===== config.mk =====
export PLATFORM = sky130hd
export DESIGN_NAME = sstx_exec
export DESIGN_NICKNAME = d
export VERILOG_FILES = /design/src/sstx_pkg.sv /design/src/sstx_exec.sv /design/src/sstx_quarter_gen.sv
export SDC_FILE = /design/constraint.sdc
export NUM_CORES = 1
export LEC_CHECK = 0
export BUFFER_PORTS_ARGS = -buffer_cell sky130_fd_sc_hd__buf_2
export CAP_MARGIN = 20
export CORE_MARGIN = 5
export CORE_UTILIZATION = 48
export CTS_CLUSTER_SIZE = 10
export DETAILED_ROUTE_END_ITERATION = 6
export PLACE_DENSITY = 0.87
export REMOVE_ABC_BUFFERS = 1
export SKIP_CTS_REPAIR_TIMING = 1
export SYNTH_ARGS = -nofsm -noshare
export SYNTH_HDL_FRONTEND = slang
export SYNTH_SLANG_ARGS = --single-unit

===== constraint.sdc =====
create_clock -name MCLK -period 9.8 [get_ports MCLK]
set_clock_uncertainty 0.15 [all_clocks]
set_input_delay 0.98 -clock MCLK [delete_from_list [all_inputs] [get_ports MCLK]]
set_output_delay 0.98 -clock MCLK [all_outputs]
set_load 0.01 [all_outputs]

===== src/sstx_pkg.sv =====
// package: opcodes, field layouts, quarter-cycle codes and widths for the
// subtract/swap/table execution block.
// assumes: included before every file of the block.
package sstx_pkg;
	localparam int DATA_W     = 8;
	localparam int PTR_W      = 21;
	localparam int INSN_W     = 16;
	localparam int FADDR_W    = 8;
	localparam int BANK_W     = 4;
	localparam int DADDR_W    = 12;

	localparam logic [5:0]  OPC_SUBB     = 6'h16;
	localparam logic [5:0]  OPC_SWAP     = 6'h0e;
	localparam logic [11:0] OPC_TBL_HI   = 12'h000;
	localparam logic [1:0]  TBL_RD_SEL   = 2'h2;
	localparam logic [1:0]  TBL_WR_SEL   = 2'h3;

	localparam int OPC_MSB    = 15;
	localparam int OPC_LSB    = 10;
	localparam int DEST_BIT   = 9;
	localparam int BANK_BIT   = 8;
	localparam int TBL_HI_LSB = 4;
	localparam int TBL_SEL_LSB = 2;

	localparam logic [FADDR_W-1:0] INDEX_LIMIT   = 8'h5f;
	localparam logic [FADDR_W-1:0] ACCESS_SPLIT  = 8'h60;
	localparam logic [BANK_W-1:0]  ACCESS_HI_BNK = 4'hf;

	localparam logic [1:0] PM_NONE    = 2'h0;
	localparam logic [1:0] PM_POSTINC = 2'h1;
	localparam logic [1:0] PM_POSTDEC = 2'h2;
	localparam logic [1:0] PM_PREINC  = 2'h3;

	localparam int FLAG_C  = 0;
	localparam int FLAG_DC = 1;
	localparam int FLAG_Z  = 2;
	localparam int FLAG_OV = 3;
	localparam int FLAG_N  = 4;
	localparam int FLAG_W  = 5;

	typedef enum logic [1:0] {
		QC_Q1 = 2'b00,
		QC_Q2 = 2'b01,
		QC_Q3 = 2'b10,
		QC_Q4 = 2'b11
	} quarter_t;
endpackage


===== src/sstx_exec.sv =====
// subtract-with-borrow, nibble swap and table read/write execution unit.
// assumes: fetch unit holds INSN for a whole instruction (both cycles of a
// table op); file and program memories answer combinationally.
//
// Design decisions made here: the address-and-strobe port and the register addresses.
`timescale 1ns/100ps
module sstx_exec
	import sstx_pkg::*;
#(
	parameter int PTR_WIDTH = PTR_W
)
(
	input  wire logic                 MCLK,
	input  wire logic                 SYS_RST,
	input  wire logic [INSN_W-1:0]    INSN,
	input  wire logic                 EXT_SET_ENABLE,
	input  wire logic [BANK_W-1:0]    BANK_SELECT,
	input  wire logic [DADDR_W-1:0]   INDEX_BASE,
	input  wire logic [DATA_W-1:0]    FILE_RDATA,
	input  wire logic [INSN_W-1:0]    PROG_RDATA,
	input  wire logic                 PTR_LOAD,
	input  wire logic [PTR_WIDTH-1:0] PTR_LOAD_VALUE,
	input  wire logic                 LATCH_LOAD,
	input  wire logic [DATA_W-1:0]    LATCH_LOAD_VALUE,
	input  wire logic                 STATUS_LOAD,
	input  wire logic [FLAG_W-1:0]    STATUS_LOAD_VALUE,
	output logic [DADDR_W-1:0]        FILE_ADDR,
	output logic                      FILE_RD,
	output logic                      FILE_WE,
	output logic [DATA_W-1:0]         FILE_WDATA,
	output logic [DATA_W-1:0]         WORK_REG,
	output logic [FLAG_W-1:0]         STATUS_FLAGS,
	output logic [PTR_WIDTH-1:0]      PROG_ADDR,
	output logic                      PROG_RD,
	output logic [PTR_WIDTH-1:0]      PROGRAM_BYTE_POINTER,
	output logic [DATA_W-1:0]         PROGRAM_BYTE_LATCH,
	output logic                      HOLD_WE,
	output logic [PTR_WIDTH-1:0]      HOLD_ADDR,
	output logic [DATA_W-1:0]         HOLD_WDATA,
	output logic                      BUSY
);
	// ----------------------------------------------------------------
	// functions
	// ----------------------------------------------------------------
	function automatic logic [PTR_WIDTH-1:0] ptr_step(input logic [PTR_WIDTH-1:0] p,
		input logic dn);
		ptr_step = dn ? p - {{(PTR_WIDTH-1){1'b0}}, 1'b1} : p + {{(PTR_WIDTH-1){1'b0}}, 1'b1};
	endfunction

	function automatic logic [DATA_W-1:0] byte_pick(input logic [INSN_W-1:0] w, input logic hi);
		byte_pick = hi ? w[INSN_W-1:DATA_W] : w[DATA_W-1:0];
	endfunction

	// ----------------------------------------------------------------
	// decode
	// ----------------------------------------------------------------
	quarter_t quarter;
	logic     second_cycle;
	logic     op_subb;
	logic     op_swap;
	logic     op_tbl;
	logic     subtract_with_borrow_op;
	logic     nibble_exchange_op;
	logic     program_table_read_op;
	logic     program_table_write_op;
	logic [1:0] tbl_mode;
	logic     dest_file;
	logic     bank_bit;
	logic [FADDR_W-1:0] faddr;

	assign op_subb = INSN[OPC_MSB:OPC_LSB] == OPC_SUBB;
	assign op_swap = INSN[OPC_MSB:OPC_LSB] == OPC_SWAP;
	assign op_tbl  = INSN[OPC_MSB:TBL_HI_LSB] == OPC_TBL_HI;
	assign subtract_with_borrow_op = op_subb;
	assign nibble_exchange_op      = op_swap;
	assign program_table_read_op   = op_tbl & (INSN[TBL_HI_LSB-1:TBL_SEL_LSB] == TBL_RD_SEL);
	assign program_table_write_op  = op_tbl & (INSN[TBL_HI_LSB-1:TBL_SEL_LSB] == TBL_WR_SEL);
	assign tbl_mode  = INSN[TBL_SEL_LSB-1:0];
	assign dest_file = INSN[DEST_BIT];
	assign bank_bit  = INSN[BANK_BIT];
	assign faddr     = INSN[FADDR_W-1:0];

	sstx_quarter_gen u_quarter (
		.clk          (MCLK),
		.rst          (SYS_RST),
		.two_cycle    (program_table_read_op | program_table_write_op),
		.quarter      (quarter),
		.second_cycle (second_cycle)
	);

	// ----------------------------------------------------------------
	// file addressing
	// ----------------------------------------------------------------
	logic indexed_mode;
	logic [DADDR_W-1:0] access_addr;
	logic [DADDR_W-1:0] banked_addr;
	logic [DADDR_W-1:0] indexed_addr;
	logic byte_op;

	assign byte_op      = subtract_with_borrow_op | nibble_exchange_op;
	assign indexed_mode = EXT_SET_ENABLE & ~bank_bit & (faddr <= INDEX_LIMIT);
	assign access_addr  = (faddr < ACCESS_SPLIT) ? {{BANK_W{1'b0}}, faddr}
	                                             : {ACCESS_HI_BNK, faddr};
	assign banked_addr  = {BANK_SELECT, faddr};
	assign indexed_addr = INDEX_BASE + {{BANK_W{1'b0}}, faddr};
	assign FILE_ADDR    = indexed_mode ? indexed_addr : (bank_bit ? banked_addr : access_addr);
	assign FILE_RD      = byte_op & (quarter == QC_Q2);

	// ----------------------------------------------------------------
	// byte datapath
	// ----------------------------------------------------------------
	logic [DATA_W-1:0] operand;
	logic [DATA_W-1:0] result;
	logic [DATA_W:0]   diff;
	logic [4:0]        low_diff;
	logic              carry_in;
	logic [FLAG_W-1:0] sub_flags;
	logic [DATA_W-1:0] next_work;
	logic [FLAG_W-1:0] next_flags;
	logic              write_q4;

	assign carry_in = STATUS_FLAGS[FLAG_C];
	assign diff     = {1'b0, operand} - {1'b0, WORK_REG} - {{DATA_W{1'b0}}, ~carry_in};
	assign low_diff = {1'b0, operand[3:0]} - {1'b0, WORK_REG[3:0]} - {4'h0, ~carry_in};
	always_comb begin
		sub_flags          = STATUS_FLAGS;
		sub_flags[FLAG_C]  = ~diff[DATA_W];
		sub_flags[FLAG_DC] = ~low_diff[4];
		sub_flags[FLAG_Z]  = diff[DATA_W-1:0] == {DATA_W{1'b0}};
		sub_flags[FLAG_N]  = diff[DATA_W-1];
		sub_flags[FLAG_OV] = (operand[DATA_W-1] ^ WORK_REG[DATA_W-1]) &
		                     (operand[DATA_W-1] ^ diff[DATA_W-1]);
	end

	assign write_q4   = byte_op & (quarter == QC_Q4);
	assign FILE_WE    = write_q4 & dest_file;
	assign FILE_WDATA = result;
	assign next_work  = (write_q4 & ~dest_file) ? result : WORK_REG;
	assign next_flags = STATUS_LOAD ? STATUS_LOAD_VALUE :
	                    (write_q4 & subtract_with_borrow_op) ? sub_flags : STATUS_FLAGS;

	always_ff @(posedge MCLK or posedge SYS_RST) begin
		if (SYS_RST) begin
			operand <= '0;
			result  <= '0;
		end else begin
			if (FILE_RD)
				operand <= FILE_RDATA;
			if (byte_op & (quarter == QC_Q3))
				result <= subtract_with_borrow_op ? diff[DATA_W-1:0]
				                                  : {operand[3:0], operand[7:4]};
		end
	end

	always_ff @(posedge MCLK or posedge SYS_RST) begin
		if (SYS_RST) begin
			WORK_REG     <= '0;
			STATUS_FLAGS <= '0;
		end else begin
			WORK_REG     <= next_work;
			STATUS_FLAGS <= next_flags;
		end
	end

	// ----------------------------------------------------------------
	// table pointer, latch and holding register port
	// ----------------------------------------------------------------
	logic tbl_op;
	logic pre_inc;
	logic post_step;
	logic [PTR_WIDTH-1:0] access_ptr;
	logic [PTR_WIDTH-1:0] next_ptr;
	logic [DATA_W-1:0]    next_latch;
	logic rd_q2;
	logic rd_q4;
	logic wr_q2;
	logic wr_q4;

	assign tbl_op    = program_table_read_op | program_table_write_op;
	assign pre_inc   = tbl_mode == PM_PREINC;
	assign post_step = (tbl_mode == PM_POSTINC) | (tbl_mode == PM_POSTDEC);
	assign access_ptr = pre_inc ? ptr_step(PROGRAM_BYTE_POINTER, 1'b0) : PROGRAM_BYTE_POINTER;
	assign rd_q2 = program_table_read_op & second_cycle & (quarter == QC_Q2);
	assign rd_q4 = program_table_read_op & second_cycle & (quarter == QC_Q4);
	assign wr_q2 = program_table_write_op & second_cycle & (quarter == QC_Q2);
	assign wr_q4 = program_table_write_op & second_cycle & (quarter == QC_Q4);

	assign PROG_ADDR = access_ptr;
	assign PROG_RD   = rd_q2;
	assign BUSY      = tbl_op & ~(second_cycle & (quarter == QC_Q4));

	always_comb begin
		next_ptr = PROGRAM_BYTE_POINTER;
		if (PTR_LOAD)
			next_ptr = PTR_LOAD_VALUE;
		else if (tbl_op & second_cycle & (quarter == QC_Q4)) begin
			if (pre_inc)
				next_ptr = access_ptr;
			else if (post_step)
				next_ptr = ptr_step(PROGRAM_BYTE_POINTER, tbl_mode == PM_POSTDEC);
		end
	end

	logic [DATA_W-1:0] fetched;
	logic [DATA_W-1:0] latch_seen;
	assign next_latch = LATCH_LOAD ? LATCH_LOAD_VALUE : (rd_q4 ? fetched : PROGRAM_BYTE_LATCH);

	always_ff @(posedge MCLK or posedge SYS_RST) begin
		if (SYS_RST) begin
			PROGRAM_BYTE_POINTER <= '0;
			PROGRAM_BYTE_LATCH   <= '0;
			fetched              <= '0;
			latch_seen           <= '0;
		end else begin
			PROGRAM_BYTE_POINTER <= next_ptr;
			PROGRAM_BYTE_LATCH   <= next_latch;
			if (rd_q2)
				fetched <= byte_pick(PROG_RDATA, access_ptr[0]);
			if (wr_q2)
				latch_seen <= PROGRAM_BYTE_LATCH;
		end
	end

	always_ff @(posedge MCLK or posedge SYS_RST) begin
		if (SYS_RST) begin
			HOLD_WE    <= 1'b0;
			HOLD_ADDR  <= '0;
			HOLD_WDATA <= '0;
		end else begin
			HOLD_WE    <= wr_q4;
			if (wr_q4) begin
				HOLD_ADDR  <= access_ptr;
				HOLD_WDATA <= latch_seen;
			end
		end
	end

	// ----------------------------------------------------------------
	// assertions
	// ----------------------------------------------------------------
	a_swap_flags_kept: assert property (@(posedge MCLK) disable iff (SYS_RST)
		nibble_exchange_op & ~STATUS_LOAD |=> STATUS_FLAGS == $past(STATUS_FLAGS))
		else $error("swap changed the flags");
	a_swap_value: assert property (@(posedge MCLK) disable iff (SYS_RST)
		nibble_exchange_op & (quarter == QC_Q4) |-> result == {operand[3:0], operand[7:4]})
		else $error("swap result wrong");
	a_subb_result: assert property (@(posedge MCLK) disable iff (SYS_RST)
		subtract_with_borrow_op & (quarter == QC_Q3) |=>
		result == $past(operand) - $past(WORK_REG) - {7'h00, ~$past(carry_in)})
		else $error("subtract result wrong");
	a_dest_work: assert property (@(posedge MCLK) disable iff (SYS_RST)
		byte_op & (quarter == QC_Q4) & ~dest_file |-> ~FILE_WE ##1 WORK_REG == $past(result))
		else $error("working register not written");
	a_bank_select: assert property (@(posedge MCLK) disable iff (SYS_RST)
		bank_bit |-> FILE_ADDR == {BANK_SELECT, faddr})
		else $error("banked address wrong");
	a_index_off: assert property (@(posedge MCLK) disable iff (SYS_RST)
		~EXT_SET_ENABLE & ~bank_bit |-> (FILE_ADDR[FADDR_W-1:0] == faddr) &
		((FILE_ADDR[DADDR_W-1:FADDR_W] == {BANK_W{1'b0}}) | (FILE_ADDR[DADDR_W-1:FADDR_W] == ACCESS_HI_BNK)))
		else $error("indexed mode without extended set");
	a_read_two_cycle: assert property (@(posedge MCLK) disable iff (SYS_RST)
		program_table_read_op & ~second_cycle & (quarter == QC_Q1) |-> ##5 PROG_RD)
		else $error("table read not in second cycle Q2");
	a_hold_q4: assert property (@(posedge MCLK) disable iff (SYS_RST)
		HOLD_WE |-> $past(second_cycle) & ($past(quarter) == QC_Q4))
		else $error("holding write outside Q4");
	a_ptr_post: assert property (@(posedge MCLK) disable iff (SYS_RST)
		rd_q4 & (tbl_mode == PM_POSTINC) & ~PTR_LOAD |=>
		PROGRAM_BYTE_POINTER == $past(PROGRAM_BYTE_POINTER) + 21'h000001)
		else $error("post increment wrong");

	localparam logic [PTR_WIDTH-1:0] PTR_ONE = {{(PTR_WIDTH-1){1'b0}}, 1'b1};
	a_subb_carry: assert property (@(posedge MCLK) disable iff (SYS_RST)
		write_q4 & subtract_with_borrow_op & ~STATUS_LOAD |=> STATUS_FLAGS[FLAG_C] ==
		({1'b0, $past(operand)} >= ({1'b0, $past(WORK_REG)} + {{DATA_W{1'b0}}, ~$past(carry_in)})))
		else $error("subtract carry wrong");
	a_subb_zero: assert property (@(posedge MCLK) disable iff (SYS_RST)
		write_q4 & subtract_with_borrow_op & ~STATUS_LOAD |=>
		STATUS_FLAGS[FLAG_Z] == ($past(result) == {DATA_W{1'b0}}))
		else $error("subtract zero flag wrong");
	a_subb_negative: assert property (@(posedge MCLK) disable iff (SYS_RST)
		write_q4 & subtract_with_borrow_op & ~STATUS_LOAD |=> STATUS_FLAGS[FLAG_N] == $past(result[DATA_W-1]))
		else $error("subtract negative flag wrong");
	a_swap_work: assert property (@(posedge MCLK) disable iff (SYS_RST)
		write_q4 & nibble_exchange_op & ~dest_file |=>
		WORK_REG == {$past(operand[3:0]), $past(operand[7:4])})
		else $error("swap not placed in working register");
	a_swap_wdata: assert property (@(posedge MCLK) disable iff (SYS_RST)
		FILE_WE & nibble_exchange_op |-> FILE_WDATA == {operand[3:0], operand[7:4]})
		else $error("swap file data wrong");
	a_read_q2: assert property (@(posedge MCLK) disable iff (SYS_RST)
		byte_op & (quarter == QC_Q1) |-> ~FILE_RD ##1 FILE_RD ##1 ~FILE_RD ##1
		(~FILE_RD & (FILE_WE == dest_file)))
		else $error("byte op quarter pattern wrong");
	a_index_addr: assert property (@(posedge MCLK) disable iff (SYS_RST)
		EXT_SET_ENABLE & ~bank_bit & (faddr <= INDEX_LIMIT) |->
		FILE_ADDR == INDEX_BASE + {{BANK_W{1'b0}}, faddr})
		else $error("indexed address wrong");
	a_access_upper: assert property (@(posedge MCLK) disable iff (SYS_RST)
		EXT_SET_ENABLE & ~bank_bit & (faddr > INDEX_LIMIT) |-> FILE_ADDR == {ACCESS_HI_BNK, faddr})
		else $error("upper access bank address wrong");
	a_tbl_flags: assert property (@(posedge MCLK) disable iff (SYS_RST)
		tbl_op & ~STATUS_LOAD |=> STATUS_FLAGS == $past(STATUS_FLAGS))
		else $error("table op changed the flags");
	a_ptr_postdec: assert property (@(posedge MCLK) disable iff (SYS_RST)
		tbl_op & second_cycle & (quarter == QC_Q4) & (tbl_mode == PM_POSTDEC) & ~PTR_LOAD |=>
		PROGRAM_BYTE_POINTER == $past(PROGRAM_BYTE_POINTER) - PTR_ONE)
		else $error("post decrement wrong");
	a_ptr_still: assert property (@(posedge MCLK) disable iff (SYS_RST)
		tbl_op & (tbl_mode == PM_NONE) & ~PTR_LOAD |=> PROGRAM_BYTE_POINTER == $past(PROGRAM_BYTE_POINTER))
		else $error("pointer moved in no change mode");
	a_hold_preinc: assert property (@(posedge MCLK) disable iff (SYS_RST)
		wr_q4 & pre_inc & ~PTR_LOAD |=> HOLD_WE & (HOLD_ADDR == PROGRAM_BYTE_POINTER) &
		(PROGRAM_BYTE_POINTER == $past(PROGRAM_BYTE_POINTER) + PTR_ONE))
		else $error("pre increment write address wrong");
	a_pick_byte: assert property (@(posedge MCLK) disable iff (SYS_RST)
		rd_q2 |=> fetched == ($past(PROG_ADDR[0]) ? $past(PROG_RDATA[INSN_W-1:DATA_W])
		                                           : $past(PROG_RDATA[DATA_W-1:0])))
		else $error("wrong program byte picked");
	a_hold_data: assert property (@(posedge MCLK) disable iff (SYS_RST)
		wr_q2 |-> ##2 ~HOLD_WE ##1 (HOLD_WE & (HOLD_WDATA == $past(PROGRAM_BYTE_LATCH, 3))))
		else $error("holding data not the latch seen in Q2");
	a_write_no_read: assert property (@(posedge MCLK) disable iff (SYS_RST)
		program_table_write_op |-> ~PROG_RD)
		else $error("table write read the array");

	c_subb: cover property (@(posedge MCLK) write_q4 & subtract_with_borrow_op);
	c_swap: cover property (@(posedge MCLK) write_q4 & nibble_exchange_op);
	c_program_table_read_op: cover property (@(posedge MCLK) rd_q4);
	c_program_table_write_op: cover property (@(posedge MCLK) wr_q4 & pre_inc);
	c_indexed: cover property (@(posedge MCLK) FILE_RD & indexed_mode);
endmodule


===== src/sstx_quarter_gen.sv =====
// quarter-cycle sequencer: steps Q1..Q4 and marks the second cycle of
// two-cycle instructions.
// assumes: single MCLK domain, instruction presented at Q1 by the fetch unit.
`timescale 1ns/100ps
module sstx_quarter_gen
	import sstx_pkg::*;
(
	input  wire logic     clk,
	input  wire logic     rst,
	input  wire logic     two_cycle,
	output quarter_t      quarter,
	output logic          second_cycle
);
	quarter_t next_quarter;
	logic     next_second;
	logic     cycle_end;

	assign cycle_end    = (quarter == QC_Q4);
	assign next_quarter = quarter_t'(quarter + 2'h1);
	assign next_second  = cycle_end ? (two_cycle & ~second_cycle) : second_cycle;

	always_ff @(posedge clk or posedge rst) begin
		if (rst) begin
			quarter      <= QC_Q1;
			second_cycle <= 1'b0;
		end else begin
			quarter      <= next_quarter;
			second_cycle <= next_second;
		end
	end

	a_quarter_order: assert property (@(posedge clk) disable iff (rst)
		quarter == QC_Q4 |=> quarter == QC_Q1)
		else $error("quarter did not wrap to Q1");
endmodule


Word level (Yosys, flattened, before mapping)
Cells that the tools add are included.

operators by class
  equal/unequal tests = 10
  reductions and logical operators = 7
  add/sub/neg operators = 8
  $lt $le $gt $ge = 2
  muxes and demuxes = 15
  bitwise operators = 34

operators by type and width
  kind                                                                    number
  21-bit 2-to-1 mux                                                       6
  12-bit 2-to-1 mux                                                       3
  8-bit 2-to-1 mux                                                        4
  1-bit AND                                                               22
  21-bit by 1-bit adder with 21-bit output (second input constant)        1
  21-bit by 1-bit subtractor with 21-bit output (second input constant)   1
  12-bit by 8-bit adder with 12-bit output                                1
  2-bit equality test (second input constant)                             6
  12-bit logical NOT                                                      1
  5-bit 2-to-1 mux                                                        2
  8-bit by 8-bit subtractor with 9-bit output                             1
  9-bit by 1-bit subtractor with 9-bit output                             1
  8-bit by 7-bit <= comparator with 1-bit output (second input constant)  1
  8-bit logical NOT                                                       1
  8-bit by 7-bit < comparator with 1-bit output (second input constant)   1
  1-bit inverter                                                          7
  6-bit by 4-bit equality test with 1-bit output (second input constant)  1
  6-bit by 5-bit equality test with 1-bit output (second input constant)  1
  2-bit nonzero test                                                      3
  4-bit by 4-bit subtractor with 5-bit output                             1
  5-bit by 1-bit subtractor with 5-bit output                             1
  2-bit by 1-bit equality test with 1-bit output (second input constant)  2
  1-bit OR                                                                3
  3-bit nonzero test                                                      1
  3 further kinds                                                         4

word-level totals
  bits in registers = 107
  word-level logic and storage cells = 89
  input bits = 96
  output and inout bits = 117

Longest topological paths before layout
Gate-level depths: netlist (run 1).

  word-level depth = 7
  gate-level depth with buffers = 10
  depth with buffers taken out = 10

Cells and area by module
Synthesis (run 1) repeated with hierarchy kept, for this count alone.

unflattened totals
  cells, all modules = 726
  area total of the unflattened synthesis = 6658.9 um^2

by module, submodules not included
  module            instances  cells each  seq. area each (um^2)  area an instance (um^2)
  sstx_exec         1          718         2602.5                 6550.0
  sstx_quarter_gen  1          8           75.1                   108.9

Least setup slack after synthesis (run 1)
No wires, ideal clock.

  kind = input -> output
  start = input port INSN[0]
  end = output port FILE_ADDR[10]
  arrival time = 2.469 ns
  buffers on the path = 0
  setup slack = 6.201 ns
  stages = 9
  data required time = 8.670 ns
  cells stage by stage = ha_1 > inv_1 > fa_1 > nand2b_1 > a21oi_1 > o21ai_1 > a211oi_1 > xnor2_1 > o22ai_1

on the way
  word-level cells in the longest chain between the ends = 4
  elaborated cells between the ends (all ways) = 7
  those cells by class = 1 x add/sub; 2 x order compare; 3 x mux; 1 x bitwise

ends and longest elaborated chain
  element                                        RTL line          RTL
  start, declared                                sstx_exec.sv:15   input wire logic [INSN_W-1:0] INSN,
  8-bit by 7-bit < comparator with 1-bit output  sstx_exec.sv:102  assign access_addr = (faddr < ACCESS_SPLIT) ? {{BANK_W{1'b0}}, faddr}
  12-bit 2-to-1 mux                              sstx_exec.sv:102
  12-bit 2-to-1 mux                              sstx_exec.sv:106  assign FILE_ADDR = indexed_mode ? indexed_addr : (bank_bit ? banked_addr : access_addr);
  12-bit 2-to-1 mux *                            sstx_exec.sv:106
  end, declared                                  sstx_exec.sv:27   output logic [DADDR_W-1:0] FILE_ADDR,

Every way passes the cells marked *; elsewhere a longest branch is shown, timed or not.

Final worst setup path (run 1)
  start = input port INSN[5]
  end = output port FILE_ADDR[11]

The elaborated chain is that of the path after synthesis.

==> results.md, run 1 <==
- For this run the aggregate overflow at the end of global routing stands at 0.
- The internal cell power is 0.754 mW.
- The worst setup path is captured at a primary output.
- The die covers 0.0160 mm2.
- The prevailing post-synth register cell is sky130_fd_sc_hd__dfrtp_1.
- For this design, the sink count on the clock tree is 107.
- Entering global routing, the biggest net connects 80 pins.
- The most critical setup path has its endpoint at FILE_ADDR[11].
- Leaving out fill and tap cells, the most frequent cells in the layout are sky130_fd_sc_hd__buf_2, sky130_fd_sc_hd__dfrtp_1, sky130_fd_sc_hd__nand2_1.
- The number of maximum-capacitance constraint violations is 0.
- The initial antenna violation count is 0.
- After layout, the minimum clock period comes to 4390 ps.
- The share of total power dissipated in sequential elements is 45.4%.
- The part of the Yosys area used for sequential elements is 41.1%.
- The first detailed-routing pass took 4 iterations.
- The H-tree was split into 3 levels.
- The count of standard-cell rows is 42.
- Clock latency on the worst-skew pair, taken at its later pin, is 360 ps.
- The count of cell types in the netlist is 56.
- During I/O placement, the number of pins put on the boundary was 213.
- The flip-flop and latch count after synthesis is 107.
- In this run the worst path has a maximum fanout of 23.
- The first-iteration detailed-routing DRC count is 314.
- The worst setup path is launched from an input pin.
- Setup repair after global routing left no endpoint under its margin.
- Measured against its own limit, the worst slew margin works out to 34.4%.
- The number of synthesis warnings is 0.
- The worst register-to-register path has a setup slack of 6870 ps.
- The largest total area in the synthesized netlist belongs to sky130_fd_sc_hd__dfrtp_1.
- The peak ir drop on the vdd network is 0.0866 mV.
- 0 antenna diodes ended up in the layout.
- Counting flops with a built-in enable in the synthesized netlist gives 0.
- The most common cell after layout, fill and taps aside is sky130_fd_sc_hd__buf_2.
- The leakage component of the power is 4.05 nW.
- Global routing consumed, over all layers together, 21.5% of the routing resources.
- Of the post-synthesis cell area, the dominant cell type holds 41.1%.
- From left edge to right edge, the die measures 126 um.
- The mean routed wirelength per cell is 16.6 um.
- The async set-reset flop share out of synthesis is 100%.
- The startpoint identified for the worst hold timing path is fetched[4].
- TritonCTS built the clock tree.
- The max-slew violation count is 0.
- The area growth from synthesis to layout is 22.6%.
- The number of CTS-inserted buffers is 9.
- The filler cells instantiated in the layout total 1,171.
- The clock passes through at most 2 buffers.
- The number of global-route vias before repair is 5,700.
- The startpoint of the worst register-to-register path is PROGRAM_BYTE_POINTER[6].
- The flow ran to the end, and the final reports show no timing, DRC or antenna violations.
- The fraction of power spent switching nets is 31.5%.
- The clock root buffer is sky130_fd_sc_hd__clkbuf_16.
- For this run, design rule violations remaining after detail routing come to 0.
- The slew of the pin with the lowest slew margin is 984 ps.
- The switching power summed over all nets is 0.347 mW.
- The worst flop-to-flop path endpoint is PROGRAM_BYTE_POINTER[20].
- Setup violations remaining at the end of the flow were counted as 0.
- The starting density of the core is 49.1%.
- The completed layout was analyzed and its total power is 1.10 mW.
- Clock-pin slew was measured on the worst setup and hold paths at 70 ps.
- The worst endpoint data arrival time is 3260 ps.
- The number of I/O port buffers is 212.
- The areal power density over the cells is 138 mW/mm2.
- The weighted congestion at the end of routability-driven global placement is 0.905.
- The core area is 0.0132 mm2.
- The cell area after synthesis is 0.00651 mm2.
- The maximum operating frequency is 228 MHz.
- The die is 126 um tall.
- The total negative setup slack is 0 ps.
- The worst hold-check path type is reg -> reg.
- The detailed router placed 5,778 vias in this run.
- By area the synthesized netlist is led by sky130_fd_sc_hd__dfrtp_1, sky130_fd_sc_hd__mux2_2, sky130_fd_sc_hd__ha_1, sky130_fd_sc_hd__xnor2_1, sky130_fd_sc_hd__nand2_1.
- The global-route wire length before repair is 28,000 um.
- The worst setup path is of the in -> out kind.
- At the worst endpoint, the required time is 8670 ps.
- The total detailed-routing wirelength is 17,500 um.
- The multi-input combinational cells in the finished layout cover a total of 0.00354 mm2.
- The share of total power dissipated in the clock network is 31.8%.
- Detailed placement finished with a half-perimeter wire length of 13,600 um.
- Averaged over all synthesized cells, the footprint is 9.73 um2.
- The post-route netlist has 33.9% of its cells at a drive strength greater than 1.
- The combined flip-flop and latch cell area is 0.00268 mm2.
- The number of routed nets with antenna violations is 0.
- In the synthesized netlist, the number of instances is 669.
- The length in cells of the worst reg-to-reg path is 6.
- Using the TritonRoute via totals, the vias-per-cell ratio works out to 5.51.
- In this run, the combinational gates consume 22.8% of the power.
- The number of hold-slack violations in the final timing report is 0.
- The final net count is 997.
- In the finished design, the share of the clock period the worst path needs comes to 44.8%.
- Tracing the worst setup path back leads to its startpoint at INSN[5].
-- power groups by stage --
stage                     combinational, mW  clock [mW]  sequential, mW
after floorplan                       0.149           0           0.509
after global placement                0.246           0           0.506
after detailed placement              0.252           0           0.507
after CTS                             0.253       0.360           0.499
after global routing                  0.280       0.379           0.504
final                                 0.251       0.350           0.499
-- critical path, stage by stage --
cell and delay (ps):
sky130_fd_sc_hd__buf_2 130, sky130_fd_sc_hd__a211oi_1 560, sky130_fd_sc_hd__nand2_1 580, sky130_fd_sc_hd__or4b_1 640, sky130_fd_sc_hd__o221ai_1 90, sky130_fd_sc_hd__a211o_1 150
sky130_fd_sc_hd__buf_2 130
-- metrics by stage --
stage               hold slack (ps)  instance area [um2]  util [%]  setup slack [ps]  std cells
finish                          341                 7980      60.3              5410       1049
global route                    368                 7980      60.3              5220       1049
CTS                             343                 7980      60.3              5410       1049
detailed placement              326                 7700      58.1              5410       1034
global placement                312                 7700      58.1              5440       1034
floorplan                       298                 6390         -              5850        643
-- final cells by class --
type	count	share of cell area (%)
flip-flops and latches	107	33.5
clock inverters	6	0.705
repair buffers	215	13.6
multi-input cells	490	44.4
inverters	46	2.19
clock buffers	9	2.82
well taps	176	2.76
-- flip-flops by register name, summed over array words and instances, names as in the netlist --
register / flops
HOLD_WDATA: 8
PROGRAM_BYTE_POINTER: 21
WORK_REG: 8
HOLD_WE: 1
STATUS_FLAGS: 5
u_quarter.second_cycle: 1
PROGRAM_BYTE_LATCH: 8
HOLD_ADDR: 21
u_quarter.quarter: 2
FILE_WDATA: 8
latch_seen: 8
fetched: 8
operand: 8
-- worst min-delay path by stage --
stage	cells past startpoint	slack (ps)	to
6_report	2	340	fetched[4]
2_1_floorplan	1	300	u_quarter.quarter[0]
4_1_cts	2	340	fetched[2]
3_3_place_gp	2	310	HOLD_ADDR[0]
3_5_place_dp	2	330	fetched[2]
5_1_grt	1	370	latch_seen[1]
-- cell families (layout without fill, tap and decap cells) --
logic type	count (synthesis)	in the layout	synth area share (%)
compound gates	108	108	9.65
xor+xnor	55	55	7.40
fa+ha+maj	32	32	6.50
buf+inv	72	276	4.40
flops	107	107	41.1
mux	86	86	14.4
simple gates	209	209	16.5
-- cells in the mapped netlist, types with 4 or more instances --
cell type                  number
sky130_fd_sc_hd__or4_1          4
sky130_fd_sc_hd__and3_1         4
sky130_fd_sc_hd__or3_1          4
sky130_fd_sc_hd__o21ai_0       27
sky130_fd_sc_hd__dfrtp_1      107
sky130_fd_sc_hd__xor2_1        16
sky130_fd_sc_hd__mux2_1         4
sky130_fd_sc_hd__nand3_1       13
sky130_fd_sc_hd__nor4_1         9
sky130_fd_sc_hd__o22ai_1        4
sky130_fd_sc_hd__clkbuf_1      21
sky130_fd_sc_hd__nor2b_1        5
sky130_fd_sc_hd__nor2_1        27
sky130_fd_sc_hd__nand4_1       10
sky130_fd_sc_hd__ha_1          29
sky130_fd_sc_hd__a21oi_1       15
sky130_fd_sc_hd__nand2_1       82
sky130_fd_sc_hd__inv_1         44
sky130_fd_sc_hd__a211oi_1       4
sky130_fd_sc_hd__mux2i_1       23
sky130_fd_sc_hd__nand2b_1       8
sky130_fd_sc_hd__nand3b_1       4
sky130_fd_sc_hd__xnor2_1       39
sky130_fd_sc_hd__mux2_2        59
sky130_fd_sc_hd__nor3_1        17
sky130_fd_sc_hd__o21ai_1       34
sky130_fd_sc_hd__and4_1         6
-- per-layer routing --
layer | part of all wire [%] | vias up | GRT usage [%] | wire [um]
li1 | - | 2748 | - | -
met1 | 41 | 2781 | 26.6 | 7170
met2 | 50 | 223 | 37.6 | 8780
met3 | 6.8 | 26 | 4.58 | 1190
met4 | 1.8 | 0 | 7.00 | 321
met5 | 0 | - | 0 | 0
(Power assumes the default switching activity.)
==> inputs of run 2 (changes only) <==
CORE_UTILIZATION = 47   (was 48)
PLACE_DENSITY = 0.89   (was 0.87)
clock period = 3.6 ns   (was 9.8 ns; I/O delays follow)
==> run 2 against run 1 <==
  * Wire length rose by 3.3%
  * Sequential cell count did not move
  * Non-clock buffer count grew 5
  * Critical path type is now reg -> out
  * Combinational power rose to 2.8 times the previous value
  * Sequential share of layout area is 0.28 points lower
  * First-iteration DRC count rose by 25%
  * Highest routed layer is now met5
==> results.md, run 2 (synthesis results as in run 1) <==
- The flow ran to the end, and the final reports show no timing, DRC or antenna violations.
- Counting both buffers and inverters, the worst setup path holds a total of 1.
- The data required time at the worst endpoint is 3090 ps.
- Entering global routing, the biggest net connects 53 pins.
- Dividing total power by cell area gives a power density of 381 mW/mm2.
- Pin placement for this block handled 213 I/O pins.
- The largest registers in the layout are HOLD_ADDR (21), PROGRAM_BYTE_POINTER (21).
- The first detailed-routing pass took 5 iterations.
- The count of nets left with antenna violations once routing finished came out at 0.
- The number of global-route vias before repair is 5,793.
- The signal on the critical path passes through ha_1 > nand3_1 > or2_1 > nor3_1 > xor2_1 > buf_2.
- The library cells used most frequently in the layout, excluding fill and tap cells, are sky130_fd_sc_hd__buf_2, sky130_fd_sc_hd__dfrtp_1, sky130_fd_sc_hd__nand2_1.
- The die is 128 um wide.
- The sequential share of power is 44.5%.
- At the end of routability-driven placement, the weighted congestion stood at 0.931.
- Global routing consumed, over all layers together, 22.3% of the routing resources.
- The number of hold-slack violations in the final timing report is 0.
- Counting buffers and inverters, the worst setup path is 6 cells deep.
- The clock tree from TritonCTS is yes.
- The HPWL after detailed placement is 14,300 um.
- Clock-pin slew was measured on the worst setup and hold paths at 70 ps.
- Max-cap violations in this run came to 0.
- The total clock sinks is 107.
- The vias after detailed routing is 5,807.
- In this design, the stage delay of the slowest critical-path cell is 600 ps.
- The tree is rooted in a sky130_fd_sc_hd__clkbuf_16.
- With fillers left out, the area of the finished cells amounts to 0.00805 mm2.
- The analysis attributes to cell leakage a power of 4.09 nW.
- The worst register-to-register path has a depth of 6.
- After floorplanning, the core was sized to cover 0.0137 mm2.
- The total negative setup slack is 0 ps.
- Clock tree synthesis inserted a total of 9 buffers.
- For this run, the share of the core covered by cells in the final layout is 58.7%.
- The worst flop-to-flop path endpoint is PROGRAM_BYTE_POINTER[20].
- In the routed design, unresolved DRC markers number 0.
- The initialized floorplan defines 43 standard-cell rows.
- The initial antenna violation count is 1.
- The worst hold path belongs to the class in -> reg.
- The maximum operating frequency is 330 MHz.
- The clock network is responsible for 32.7% of the overall power.
- Relative to the synthesized area, the layout overhead comes to 23.7%.
- The first global-routing pass estimated 29,100 um of wire.
- Global routing finished with a remaining overflow of 0.
- Once placement finished, the instance area stood at 0.00774 mm2.
- The mean routed wirelength per cell is 17.0 um.
- At the later pin of the worst-skew pair, clock insertion delay measures 350 ps.
- The count of buffers added on input and output ports is 212.
- STA classifies the critical path startpoint as a register.
- The max-slew violation count is 0.
- The cell with the largest stage delay on the worst path is sky130_fd_sc_hd__dfrtp_1.
- The cell family contributing the most delay on the critical path is simple AND/OR/NAND/NOR gates.
- The internal cell power is 2.14 mW.
- The peak fanout along the critical path is 10.
- The worst setup path is captured at a primary output.
- Setup violations remaining at the end of the flow were counted as 0.
- The full die area is 0.0163 mm2.
- The sum of internal, switching and leakage power is 3.07 mW.
- The worst endpoint data arrival time is 2520 ps.
- The worst hold slack across all endpoints is 50.3 ps.
- CTS built an H-tree with a depth of 3.
- The number of buffers on the longest clock path is 2.
- The first-iteration detailed-routing DRC count is 392.
- Setup repair after global routing left no endpoint under its margin.
- The most common cell after layout, fill and taps aside is sky130_fd_sc_hd__buf_2.
- The share of total power dissipated in combinational logic is 22.8%.
- Cells with a size suffix above 1 make up 34.1% of the layout.
- The worst setup path is of the reg -> out kind.
- For this block, the routed nets add up to 18,000 um of wire.
- The initial utilization of the core area, before any placement, comes to 47.4%.
- The slew of the pin with the lowest slew margin is 861 ps.
- The endpoint of the most critical setup path is PROG_ADDR[20].
- The height of the die is 128 um.
- The analysis attributes to net switching a power of 0.930 mW.
- After detailed routing, the number of vias per cell comes to 5.48.
- The final clock period utilization by the worst path is 84.2%.
- The worst path needs 3030 ps of the cycle, external delays included.
- The most critical setup path has its startpoint at PROGRAM_BYTE_POINTER[0].
- In this run the critical register-to-register path is launched from PROGRAM_BYTE_POINTER[6].
- The worst register-to-register path has a setup slack of 740 ps.
- The tightest slew margin relative to the limit is 42.3%.
- Of the total power, the share spent switching nets is 30.3%.
- In the final design database the tool counted 1,002 nets.
- The peak ir drop on the vdd network is 0.412 mV.
run 2: cell count changes in the layout (fill, tap and decap cells not counted), sizes merged:
cell / before / now
buf: 215 / 219
bufinv: 0 / 1
clkinv: 2 / 1
inv: 49 / 47
dlygate4sd3: 0 / 1
clkbuf: 9 / 12
diode: 0 / 1
clkinvlp: 1 / 0
run 2: worst min-delay path: cells and delay by family:
family | cells | cell delay [ps]
buffers and inverters | 1 | 80
and+or+nand+nor | 2 | 90
run 2: layer usage:
layer / global-route usage, % / share of wire, % / vias up
met1: 27.9 / 40 / 2730
met2: 37.3 / 48 / 280
met3: 6.92 / 9.9 / 38
li1: - / - / 2757
met4: 6.68 / 2.1 / 2
met5: 0 / 0.039 / -
run 2: how the worst min path moves through the flow:
stage	from	endpoint	slack, ps	depth (start not counted)
6_report	FILE_RDATA[1]	operand[1]	50	3
4_1_cts	SYS_RST	STATUS_FLAGS[4]	-40	2
3_3_place_gp	HOLD_ADDR[0]	HOLD_ADDR[0]	310	2
3_5_place_dp	u_quarter.quarter[0]	u_quarter.quarter[0]	320	1
2_1_floorplan	u_quarter.quarter[0]	u_quarter.quarter[0]	300	1
5_1_grt	FILE_RDATA[1]	operand[1]	40	3
run 2: cell type report:
| type | instances | area [um2] |
|---|---|---|
| Fill cell | 1172 | 5670 |
| Multi-Input combinational cell | 490 | 3550 |
| Sequential cell | 107 | 2680 |
| Timing Repair Buffer | 220 | 1120 |
| Clock buffer | 12 | 246 |
| Tap cell | 180 | 225 |
| Inverter | 46 | 175 |
| Clock inverter | 3 | 47.5 |
| Antenna cell | 1 | 2.50 |
run 2: power by group through the flow:
stage	clock (mW)	combinational, mW	sequential (mW)
after floorplan	0	0.405	1.39
after global placement	0	0.677	1.38
after detailed placement	0	0.696	1.38
after CTS	1.03	0.702	1.36
after global routing	1.09	0.778	1.37
final	1.00	0.699	1.36
run 2: stage by stage:
step,instances,setup slack [ps]
after floorplan,643,273
after global routing,1058,449
final,1059,568
after CTS,1057,590
after global placement,1042,854
after detailed placement,1042,792
